<file path="src/baud_pkg.sv">
// Constants for the serial port bit-rate generator and its register map
`default_nettype none

package baud_pkg;

    // ======================================================================
    // Register byte offsets on the APB bus
    localparam logic [7:0] OFS_TRANSMIT_CONTROL = 8'h00;
    localparam logic [7:0] OFS_RECEIVE_CONTROL  = 8'h04;
    localparam logic [7:0] OFS_BAUD_DIVISOR     = 8'h08;

    // ======================================================================
    // Reset values
    localparam logic [7:0] RST_TRANSMIT_CONTROL = 8'h02;
    localparam logic [7:0] RST_RECEIVE_CONTROL  = 8'h00;
    localparam logic [7:0] RST_BAUD_DIVISOR     = 8'h00;

    // ======================================================================
    // Writable bits; the rest are status or read as zero
    localparam logic [7:0] WMASK_TRANSMIT = 8'hf5;
    localparam logic [7:0] WMASK_RECEIVE  = 8'hf8;

    // ======================================================================
    // Field positions
    localparam int BIT_CLOCK_SOURCE_SELECT = 7;
    localparam int BIT_MODE_SYNC           = 4;
    localparam int BIT_HIGH_SPEED_SELECT   = 2;
    localparam int BIT_SHIFT_EMPTY         = 1;
    localparam int BIT_SERIAL_ENABLE       = 7;

    // ======================================================================
    // Prescale ratios minus one: async low, async high, sync
    localparam int          PRESC_W         = 6;
    localparam logic [5:0]  RATIO_ASYNC_LOW  = 6'h3f;
    localparam logic [5:0]  RATIO_ASYNC_HIGH = 6'h0f;
    localparam logic [5:0]  RATIO_SYNC       = 6'h03;

endpackage : baud_pkg

`default_nettype wire

</file>
<file path="src/baud_gen.sv">
// Serial port bit-rate generator with APB registers and receive vote
//
// Functional notes
// RULE_01: 8-bit free-running counter, period set by divisor; async and sync
// RULE_02: Divisor is unsigned 8-bit, every value 0 to 255 valid
// RULE_03: Async mode: high-speed select bit 2 changes the ratio
// RULE_04: Sync mode ignores high-speed select entirely
// RULE_05: Async low speed: rate = clock / (64 * (divisor + 1))
// RULE_06: Async high speed: rate = clock / (16 * (divisor + 1))
// RULE_07: Sync: rate = clock / (4 * (divisor + 1)), no fast variant
// RULE_08: Rates apply only with internal clock; slave uses external clock
// RULE_09: Divisor write restarts counter at once, no overflow wait
// RULE_10: Receive pin sampled three times, level by majority vote
// RULE_11: Software may prefer high speed for lower rate error
// RULE_12: Sync with clock source select set: master, internal clock
// RULE_13: Count down from divisor, reload at zero, then prescale
`timescale 1ns/1ns
`default_nettype none

module baud_gen #(
    parameter int DIV_W = 8
) (
    // Clock and reset
    input  wire logic        i_sys_clk,
    input  wire logic        i_rst_n,
    // APB slave
    input  wire logic        i_psel,
    input  wire logic        i_penable,
    input  wire logic        i_pwrite,
    input  wire logic [7:0]  i_paddr,
    input  wire logic [31:0] i_pwdata,
    output logic      [31:0] o_prdata,
    output logic             o_pready,
    output logic             o_pslverr,
    // Status from shift logic
    input  wire logic        i_shift_empty,
    input  wire logic [2:0]  i_rx_status,
    // Receive pin
    input  wire logic        i_receive_data_pin,
    // To shift logic
    output logic             o_bit_tick,
    output logic             o_sample_tick,
    output logic             o_rx_level,
    output logic             o_clock_master,
    output logic [7:0]       o_transmit_control,
    output logic [7:0]       o_receive_control
);

    // ======================================================================
    // Parameter check
    if (DIV_W != 8) begin : g_bad_width
        $error("baud_gen: divisor width must be 8");
    end

    // ======================================================================
    // Helpers
    function automatic logic maj3(input logic [2:0] v);
        maj3 = (v[0] & v[1]) | (v[0] & v[2]) | (v[1] & v[2]);
    endfunction : maj3

    // ======================================================================
    // Registers
    logic [7:0]        tx_ctrl_r;
    logic [7:0]        rx_ctrl_r;
    logic [DIV_W-1:0]  divisor_r;
    logic [DIV_W-1:0]  cnt_r;
    logic [DIV_W-1:0]  cnt_nxt;
    logic [5:0]        presc_r;
    logic [5:0]        presc_nxt;
    logic [2:0]        win_r;
    logic              pready_r;
    logic              pslverr_r;
    logic [31:0]       prdata_r;
    logic              bit_tick_r;
    logic              sample_tick_r;
    logic              rx_level_r;
    logic              master_r;

    // ======================================================================
    // APB decode
    wire logic        setup_ph;
    wire logic        access_done;
    wire logic        hit_tx;
    wire logic        hit_rx;
    wire logic        hit_div;
    wire logic        addr_hit;
    wire logic        wr_en;
    wire logic        div_wr;
    wire logic [7:0]  tx_read;
    wire logic [7:0]  rx_read;
    wire logic [31:0] rd_data;

    assign setup_ph    = i_psel && !i_penable;
    assign access_done = i_psel && i_penable && pready_r;
    assign hit_tx      = i_paddr == baud_pkg::OFS_TRANSMIT_CONTROL;
    assign hit_rx      = i_paddr == baud_pkg::OFS_RECEIVE_CONTROL;
    assign hit_div     = i_paddr == baud_pkg::OFS_BAUD_DIVISOR;
    assign addr_hit    = hit_tx || hit_rx || hit_div;
    assign wr_en       = access_done && i_pwrite;
    assign div_wr      = wr_en && hit_div;

    // Status bits come live from the shift logic
    assign tx_read = (tx_ctrl_r & baud_pkg::WMASK_TRANSMIT)
                   | {6'h00, i_shift_empty, 1'b0};
    assign rx_read = (rx_ctrl_r & baud_pkg::WMASK_RECEIVE)
                   | {5'h00, i_rx_status};
    assign rd_data = hit_tx  ? {24'h000000, tx_read} :
                     hit_rx  ? {24'h000000, rx_read} :
                     hit_div ? {24'h000000, divisor_r} : 32'h00000000;

    // ======================================================================
    // Mode selection
    wire logic       mode_sync;
    wire logic       high_speed;
    wire logic       clk_src_sel;
    wire logic       internal_clk;
    wire logic [5:0] ratio_m1;
    wire logic       gen_tick;
    wire logic       presc_hit;

    assign mode_sync   = tx_ctrl_r[baud_pkg::BIT_MODE_SYNC];
    assign high_speed  = tx_ctrl_r[baud_pkg::BIT_HIGH_SPEED_SELECT];
    assign clk_src_sel = tx_ctrl_r[baud_pkg::BIT_CLOCK_SOURCE_SELECT];
    // Async always internal; sync only as master
    assign internal_clk = !mode_sync || clk_src_sel;            // [RULE_08]
    // High-speed select only counts in async mode
    assign ratio_m1 = mode_sync  ? baud_pkg::RATIO_SYNC :       // [RULE_04]
                      high_speed ? baud_pkg::RATIO_ASYNC_HIGH : // [RULE_03]
                                   baud_pkg::RATIO_ASYNC_LOW;

    // ======================================================================
    // Divisor counter and prescaler
    assign gen_tick  = cnt_r == '0;                             // [RULE_13]
    // >= so a switch to a shorter ratio never strands the prescaler
    assign presc_hit = gen_tick && (presc_r >= ratio_m1);       // [RULE_05]

    always_comb begin
        if (div_wr) begin
            cnt_nxt = i_pwdata[DIV_W-1:0];                      // [RULE_09]
        end else if (gen_tick) begin
            cnt_nxt = divisor_r;                                // [RULE_01]
        end else begin
            cnt_nxt = cnt_r - 1'b1;                             // [RULE_13]
        end
    end

    always_comb begin
        if (div_wr || presc_hit) begin
            presc_nxt = 6'h00;                                  // [RULE_09]
        end else if (gen_tick) begin
            presc_nxt = presc_r + 6'h01;                        // [RULE_06]
        end else begin
            presc_nxt = presc_r;
        end
    end

    // ======================================================================
    // Register file and APB answer
    always_ff @(posedge i_sys_clk) begin
        if (!i_rst_n) begin
            tx_ctrl_r <= baud_pkg::RST_TRANSMIT_CONTROL;
            rx_ctrl_r <= baud_pkg::RST_RECEIVE_CONTROL;
            divisor_r <= baud_pkg::RST_BAUD_DIVISOR;
        end else if (wr_en) begin
            if (hit_tx) begin
                tx_ctrl_r <= i_pwdata[7:0] & baud_pkg::WMASK_TRANSMIT;
            end
            if (hit_rx) begin
                rx_ctrl_r <= i_pwdata[7:0] & baud_pkg::WMASK_RECEIVE;
            end
            if (hit_div) begin
                divisor_r <= i_pwdata[DIV_W-1:0];               // [RULE_02]
            end
        end
    end

    // One wait-free answer: ready is registered from the setup cycle, high in the first access cycle
    always_ff @(posedge i_sys_clk) begin
        if (!i_rst_n) begin
            pready_r  <= 1'b0;
            pslverr_r <= 1'b0;
            prdata_r  <= 32'h00000000;
        end else begin
            pready_r  <= setup_ph;
            pslverr_r <= setup_ph && !addr_hit;
            prdata_r  <= (setup_ph && !i_pwrite) ? rd_data : 32'h00000000;
        end
    end

    // ======================================================================
    // Generator state
    always_ff @(posedge i_sys_clk) begin
        if (!i_rst_n) begin
            cnt_r   <= '0;
            presc_r <= 6'h00;
        end else begin
            cnt_r   <= cnt_nxt;
            presc_r <= presc_nxt;
        end
    end

    // Ticks reach the shift logic only when this end makes the clock
    always_ff @(posedge i_sys_clk) begin
        if (!i_rst_n) begin
            bit_tick_r    <= 1'b0;
            sample_tick_r <= 1'b0;
            master_r      <= 1'b0;
        end else begin
            bit_tick_r    <= presc_hit && internal_clk;         // [RULE_07]
            sample_tick_r <= gen_tick && internal_clk;
            master_r      <= mode_sync && clk_src_sel;          // [RULE_12]
        end
    end

    // ======================================================================
    // Receive majority vote, one sample per generator tick
    always_ff @(posedge i_sys_clk) begin
        if (!i_rst_n) begin
            win_r      <= 3'h7;
            rx_level_r <= 1'b1;
        end else begin
            if (gen_tick) begin
                win_r <= {win_r[1:0], i_receive_data_pin};      // [RULE_10]
            end
            rx_level_r <= maj3(win_r);                          // [RULE_10]
        end
    end

    // ======================================================================
    // Outputs
    assign o_prdata           = prdata_r;
    assign o_pready           = pready_r;
    assign o_pslverr          = pslverr_r;
    assign o_bit_tick         = bit_tick_r;
    assign o_sample_tick      = sample_tick_r;
    assign o_rx_level         = rx_level_r;
    assign o_clock_master     = master_r;
    assign o_transmit_control = tx_ctrl_r;
    assign o_receive_control  = rx_ctrl_r;

    // ======================================================================
    // Assertions
    property p_reload;
        @(posedge i_sys_clk) disable iff (!i_rst_n)
        (gen_tick && !div_wr) |=> cnt_r == $past(divisor_r);
    endproperty
    a_reload: assert property (p_reload) // [RULE_01]
        else $error("counter did not reload divisor");

    property p_zero_div;
        @(posedge i_sys_clk) disable iff (!i_rst_n)
        (divisor_r == 8'h00 && gen_tick && !div_wr) |=> gen_tick;
    endproperty
    a_zero_div: assert property (p_zero_div) // [RULE_02]
        else $error("divisor zero did not tick every cycle");

    property p_async_ratio;
        @(posedge i_sys_clk) disable iff (!i_rst_n)
        !mode_sync |-> ratio_m1 == (high_speed ? 6'h0f : 6'h3f);
    endproperty
    a_async_ratio: assert property (p_async_ratio) // [RULE_03]
        else $error("async ratio not set by high-speed select");

    property p_sync_ratio;
        @(posedge i_sys_clk) disable iff (!i_rst_n)
        mode_sync |-> ratio_m1 == 6'h03;
    endproperty
    a_sync_ratio: assert property (p_sync_ratio) // [RULE_04]
        else $error("sync ratio depends on high-speed select");

    property p_low_tick;
        @(posedge i_sys_clk) disable iff (!i_rst_n)
        (o_bit_tick && $past(!mode_sync && !high_speed))
            |-> $past(presc_r) == 6'h3f && $past(gen_tick);
    endproperty
    a_low_tick: assert property (p_low_tick) // [RULE_05]
        else $error("async low bit tick not after 64 counts");

    property p_high_tick;
        @(posedge i_sys_clk) disable iff (!i_rst_n)
        (o_bit_tick && $past(!mode_sync && high_speed))
            |-> $past(presc_r) >= 6'h0f && $past(gen_tick);
    endproperty
    a_high_tick: assert property (p_high_tick) // [RULE_06]
        else $error("async high bit tick not after 16 counts");

    property p_sync_tick;
        @(posedge i_sys_clk) disable iff (!i_rst_n)
        (o_bit_tick && $past(mode_sync))
            |-> $past(presc_r) >= 6'h03 && $past(gen_tick);
    endproperty
    a_sync_tick: assert property (p_sync_tick) // [RULE_07]
        else $error("sync bit tick not after 4 counts");

    property p_slave_quiet;
        @(posedge i_sys_clk) disable iff (!i_rst_n)
        (mode_sync && !clk_src_sel) |=> !o_bit_tick && !o_sample_tick;
    endproperty
    a_slave_quiet: assert property (p_slave_quiet) // [RULE_08]
        else $error("ticks issued in slave mode");

    property p_div_restart;
        @(posedge i_sys_clk) disable iff (!i_rst_n)
        div_wr |=> cnt_r == $past(i_pwdata[7:0]) && presc_r == 6'h00
                   && divisor_r == $past(i_pwdata[7:0]);
    endproperty
    a_div_restart: assert property (p_div_restart) // [RULE_09]
        else $error("divisor write did not restart generator");

    property p_vote;
        @(posedge i_sys_clk) disable iff (!i_rst_n)
        1'b1 |=> o_rx_level == maj3($past(win_r));
    endproperty
    a_vote: assert property (p_vote) // [RULE_10]
        else $error("receive level is not the majority");

    property p_master;
        @(posedge i_sys_clk) disable iff (!i_rst_n)
        (mode_sync && clk_src_sel) |=> o_clock_master;
    endproperty
    a_master: assert property (p_master) // [RULE_12]
        else $error("sync master flag missing");

    property p_count_down;
        @(posedge i_sys_clk) disable iff (!i_rst_n)
        (!gen_tick && !div_wr) |=> cnt_r == $past(cnt_r) - 8'h01;
    endproperty
    a_count_down: assert property (p_count_down) // [RULE_13]
        else $error("counter did not count down");

    property p_cov_low;
        @(posedge i_sys_clk) disable iff (!i_rst_n)
        o_bit_tick && !mode_sync && !high_speed;
    endproperty
    c_cov_low: cover property (p_cov_low);

    property p_cov_high;
        @(posedge i_sys_clk) disable iff (!i_rst_n)
        o_bit_tick && !mode_sync && high_speed;
    endproperty
    c_cov_high: cover property (p_cov_high);

    property p_cov_sync;
        @(posedge i_sys_clk) disable iff (!i_rst_n)
        o_bit_tick && mode_sync;
    endproperty
    c_cov_sync: cover property (p_cov_sync);

    property p_cov_wr;
        @(posedge i_sys_clk) disable iff (!i_rst_n)
        div_wr && cnt_r != 8'h00;
    endproperty
    c_cov_wr: cover property (p_cov_wr);

endmodule : baud_gen

`default_nettype wire

</file>
<file path="config.mk">
export PLATFORM = sky130hd
export DESIGN_NAME = baud_gen
export DESIGN_NICKNAME = d
export VERILOG_FILES = /design/src/baud_pkg.sv /design/src/baud_gen.sv
export SDC_FILE = /design/constraint.sdc
export NUM_CORES = 1
export LEC_CHECK = 0
export ABC_AREA = 0
export BUFFER_PORTS_ARGS = -buffer_cell sky130_fd_sc_hd__clkbuf_2
export CAP_MARGIN = 20
export CORE_MARGIN = 3
export CORE_UTILIZATION = 45
export DETAILED_ROUTE_END_ITERATION = 16
export HOLD_SLACK_MARGIN = 0.08
export PLACE_DENSITY_LB_ADDON = 0.1
export SKIP_CTS_REPAIR_TIMING = 1
export SKIP_LAST_GASP = 1
export SLEW_MARGIN = 25
export SYNTH_ARGS = -nofsm -noshare
export SYNTH_HDL_FRONTEND = slang
export SYNTH_SLANG_ARGS = --single-unit
</file>
<file path="constraint.sdc">
create_clock -name i_sys_clk -period 3.08 [get_ports i_sys_clk]
set_input_delay 0.616 -clock i_sys_clk [delete_from_list [all_inputs] [get_ports i_sys_clk]]
set_output_delay 0.616 -clock i_sys_clk [all_outputs]
set_load 0.005 [all_outputs]
</file>
-- After elaboration in Yosys (flattened, before gate mapping)
Cells that the tools add are included.
- output and inout bits: 54
- register bits: 75
- word-level logic and storage cells: 62
- $lt $le $gt $ge: 1
- equality and inequality tests: 2
- reduce and logical (&&, ||, !) cells: 27
- mux-type cells: 7
- bitwise gates (word level): 9
- add/sub/neg operators: 2
- operator list (cell ; count):
    $mux 8 ; 5
    $logic_not 8->1 ; 2
    $mux 6 ; 2
    $logic_and 1x1->1 ; 11
    $eq 8x3->1 const B ; 1
    $eq 8x4->1 const B ; 1
    $or 8x2->8 ; 1
    $or 8x3->8 ; 1
    $reduce_and 2->1 ; 4
    $sub 8x1->8 const B ; 1
    $add 6x1->6 const B ; 1
    $ge 6x6->1 ; 1
    $logic_not 1->1 ; 4
    $logic_or 1x1->1 ; 4
    $reduce_or 4->1 ; 1
    $and 1x1->1 ; 3
    $not 1->1 ; 2
    $or 1x1->1 ; 2
    $reduce_or 2->1 ; 1

-- Longest topological paths before layout
- depth in word-level cells: 6
- depth in mapped cells: 9
- depth with buffers taken out: 6

-- Least setup slack after synthesis
Ideal clock, no wire load.
- path type: input to register
- start: input port i_paddr[5]
- end: register cnt_r[6]
- library setup time: 124 ps
- path slack: 992 ps
- stages on the path: 6
- arrival time: 1964 ps
- path through: or4_4 or3_1 buf_6 buf_6 o21ai_1 a31oi_1
- longest elaborated chain between the ends: 3
- ends and longest elaborated chain (element ; line ; source):
    start, declared ; baud_gen.sv:30 ; input wire logic [7:0] i_paddr,
    $eq 8x4->1 ; baud_gen.sv:97 ; assign hit_div = i_paddr == baud_pkg::OFS_BAUD_DIVISOR;
    $logic_and 1x1->1 ; baud_gen.sv:100 ; assign div_wr = wr_en && hit_div;
    $mux 8 ; baud_gen.sv:138 ; if (div_wr) begin
    end signal, assigned ; baud_gen.sv:197 ; cnt_r <= cnt_nxt;
    end, declared ; baud_gen.sv:66 ; logic [DIV_W-1:0] cnt_r;
Every way passes these cells.
A chain may end at the register's enable or synchronous reset.

-- Final worst setup path
- start: register cnt_r[0]
- end: register cnt_r[1]
- longest elaborated chain between the ends: 3
- elaborated cells between the ends (all ways): 4
- those cells by class: add/sub (1); mux (2); reduce/logical (1)
- ends and longest elaborated chain (element ; line ; source):
    $sub 8x1->8 or $logic_not 8->1 (tied branches) ; baud_gen.sv:143, baud_gen.sv:133 ;
    $mux 8 (*) ; baud_gen.sv:140 ; end else if (gen_tick) begin
    $mux 8 (*) ; baud_gen.sv:138 ;
Every way passes the cells marked *; elsewhere a longest branch is shown, timed or not.

==> results.cfg <==
[outcome]
outcome = completed

[critical_path]
cp-start-kind = flop
required_ps = 3260
path_class = reg -> reg
worstPathMaxFanout = 14
r2r_slack_ps = 790
critPathArrivalTime_ps = 2470
cp-end-kind = flop

[placement]
io_buffers = 51
place_inst = 410
gp_congestion = 0.794
hpwlAfterDp_mm = 4.32
dp_slack_ps = 593

[synthesis]
syn_inst = 297
synth_cell_types = 48
yosysSeqAreaShare_pct = 39.6
synth-main-ff-cell = dfxtp_1
yosysTopAreaCellShare_pct = 39.6
yosys_register_bits = 51
yosys-top-cells-area = dfxtp_1 40%, buf_4 8.1%, nand2_1 6.4%, o21ai_0 4.3%, ha_1 2.9%
synth.avg_cell_area_um2 = 8.69
ys_async_sr_fraction_pct = 0
yosys.area.top_type = dfxtp_1
syn_area_um2 = 2580
synth_edf_count = 0
yosysWarningCount = 0

[final_layout]
most-common-layout-cells = 51 x dfxtp_1, 51 x clkbuf_2, 44 x nand2_1
fin_nets = 403
fin_util_pct = 53.8
areaGrowthSynthToFinish_pct = 11.2
final_cells = 418
drive_gt1_share_pct = 21.6
n_antenna_cell = 0

[cts]
htreeDepth = 2
cts_sinks = 51
cts_tree = yes
clk_pin_slew_ps = 80
clockBufferDepth = 2
clock_latency_ps = 300
cts-root-buf = clkbuf_8
numCtsBuffers = 5

[power_and_ir_drop]
p_leak_nw = 1.22
p_per_area_nw_per_um2 = 592
ir_drop_v = 0.000343
p_total_mw = 1.70

[timing]
relSlewSlack_pct = 55.6
setup_viol = 0
slew_violations = 0
final.setup.tns_ps = 0
finClkSkew_ps = 13.7
period_share_pct = 74.4
rsz0062_at_grt = no
worst_slack_ps = 790
period_minus_slack_ps = 2290
timing.fmax_mhz = 437
timing.final.hold_violations = 0
tightestPinTransition_ps = 665

[grt]
grt_use_total_pct = 17.7
antenna_found_initial = 0
grt_pass1_vias = 2023
grt_pass1_wl_mm = 9.34
grt_overflow = 0
grt_max_degree = 33

[route]
ant_nets = 0
route.detailed.drc = 0
wl_per_cell_um = 13.7
via_per_inst = 5.16
dr.pass1.iters = 4
dr.first_iter.drc_count = 81
wirelength_mm = 5.74
vias = 2158

[die]
initial_utilization_pct = 48.4
core_area_um2 = 5340
die_area_um2 = 6680
rows = 26
die_h_um = 81.7
die_w_um = 81.7
ioPinCount = 104

[min_path]
worstHoldPathType = reg -> reg

[job]
cap_violations = 0
==> area by class of cell <==
class	count	area, um2
Fill cell	547	2470
Multi-Input combinational cell	225	1340
Inverter	8	30.0
Clock buffer	7	86.3
Timing Repair Buffer	56	293
Clock inverter	1	8.76
Sequential cell	51	1020
Tap cell	70	87.6
==> critical path, stage by stage, from the launching register on <==
cell,delay (ps)
dfxtp_1,350
inv_1,70
ha_1,250
or4b_1,640
or2_1,510
o211ai_1,250
a21boi_0,100
==> Yosys cell counts, types with 2 or more instances <==
master	instances
a21oi_1	8
buf_6	4
o211ai_1	2
nor4_4	3
dfxtp_1	51
buf_4	28
a21boi_0	9
a21boi_1	9
nor2b_1	6
a31oi_1	5
nand2_1	44
xor2_1	2
nor2_1	13
nand3_1	8
nand4_1	7
or2_2	2
clkbuf_1	5
mux2i_1	6
or3_1	5
nand4b_1	3
o21ai_0	22
inv_1	8
nor3_1	7
ha_1	6
or4b_1	2
a211oi_1	7
buf_2	3
and3_1	2
==> per-layer routing <==
layer / routed length (um) / vias to the layer above / part of all wire (%) / global-route usage (%)
met3: 259 / 6 / 4.5 / 3.51
met2: 2720 / 56 / 47 / 29.6
li1: - / 1091 / - / -
met4: 44 / 0 / 0.77 / 4.15
met5: 0 / - / 0 / 0
met1: 2710 / 1005 / 47 / 23.3
==> cells by family after synthesis <==
family	synth area share, %
other	0.145
buffers and inverters	12.4
DFF	39.6
AOI/OAI and AO/OA	18.6
adders and majority gates	2.91
and+or+nand+nor	23.1
muxes	2.33
xor gates and xnor gates	1.02
==> registers in the layout, summed over array words and instances (netlist names) <==
name	count
o_sample_tick	1
o_bit_tick	1
cnt_r	8
divisor_r	8
o_rx_level	1
o_pready	1
o_prdata	8
o_receive_control	5
o_pslverr	1
presc_r	6
o_transmit_control	7
win_r	3
o_clock_master	1
==> power by group <==
part / internal (mW) / switching [mW] / total, mW
Sequential: 0.732 / 0.0668 / 0.799
Clock: 0.185 / 0.222 / 0.407
Combinational: 0.201 / 0.291 / 0.492
Total: 1.12 / 0.580 / 1.70
==> worst paths after layout <==
check | startpoint | end | depth (start not counted)
setup / recovery | cnt_r[0] | cnt_r[1] | 6
hold / removal | win_r[2] | win_r[2] | 2
setup reg to reg | cnt_r[0] | cnt_r[1] | 6
hold reg to reg | win_r[2] | win_r[2] | 2
==> stage by stage <==
stage / cell area [um2] / hold WS [ps]
CTS: 2870 / 477
global placement: 2770 / 457
detailed placement: 2770 / 462
floorplan: 2680 / 441
global route: 2870 / 495
finish: 2870 / 471
(Power assumes the default switching activity.)
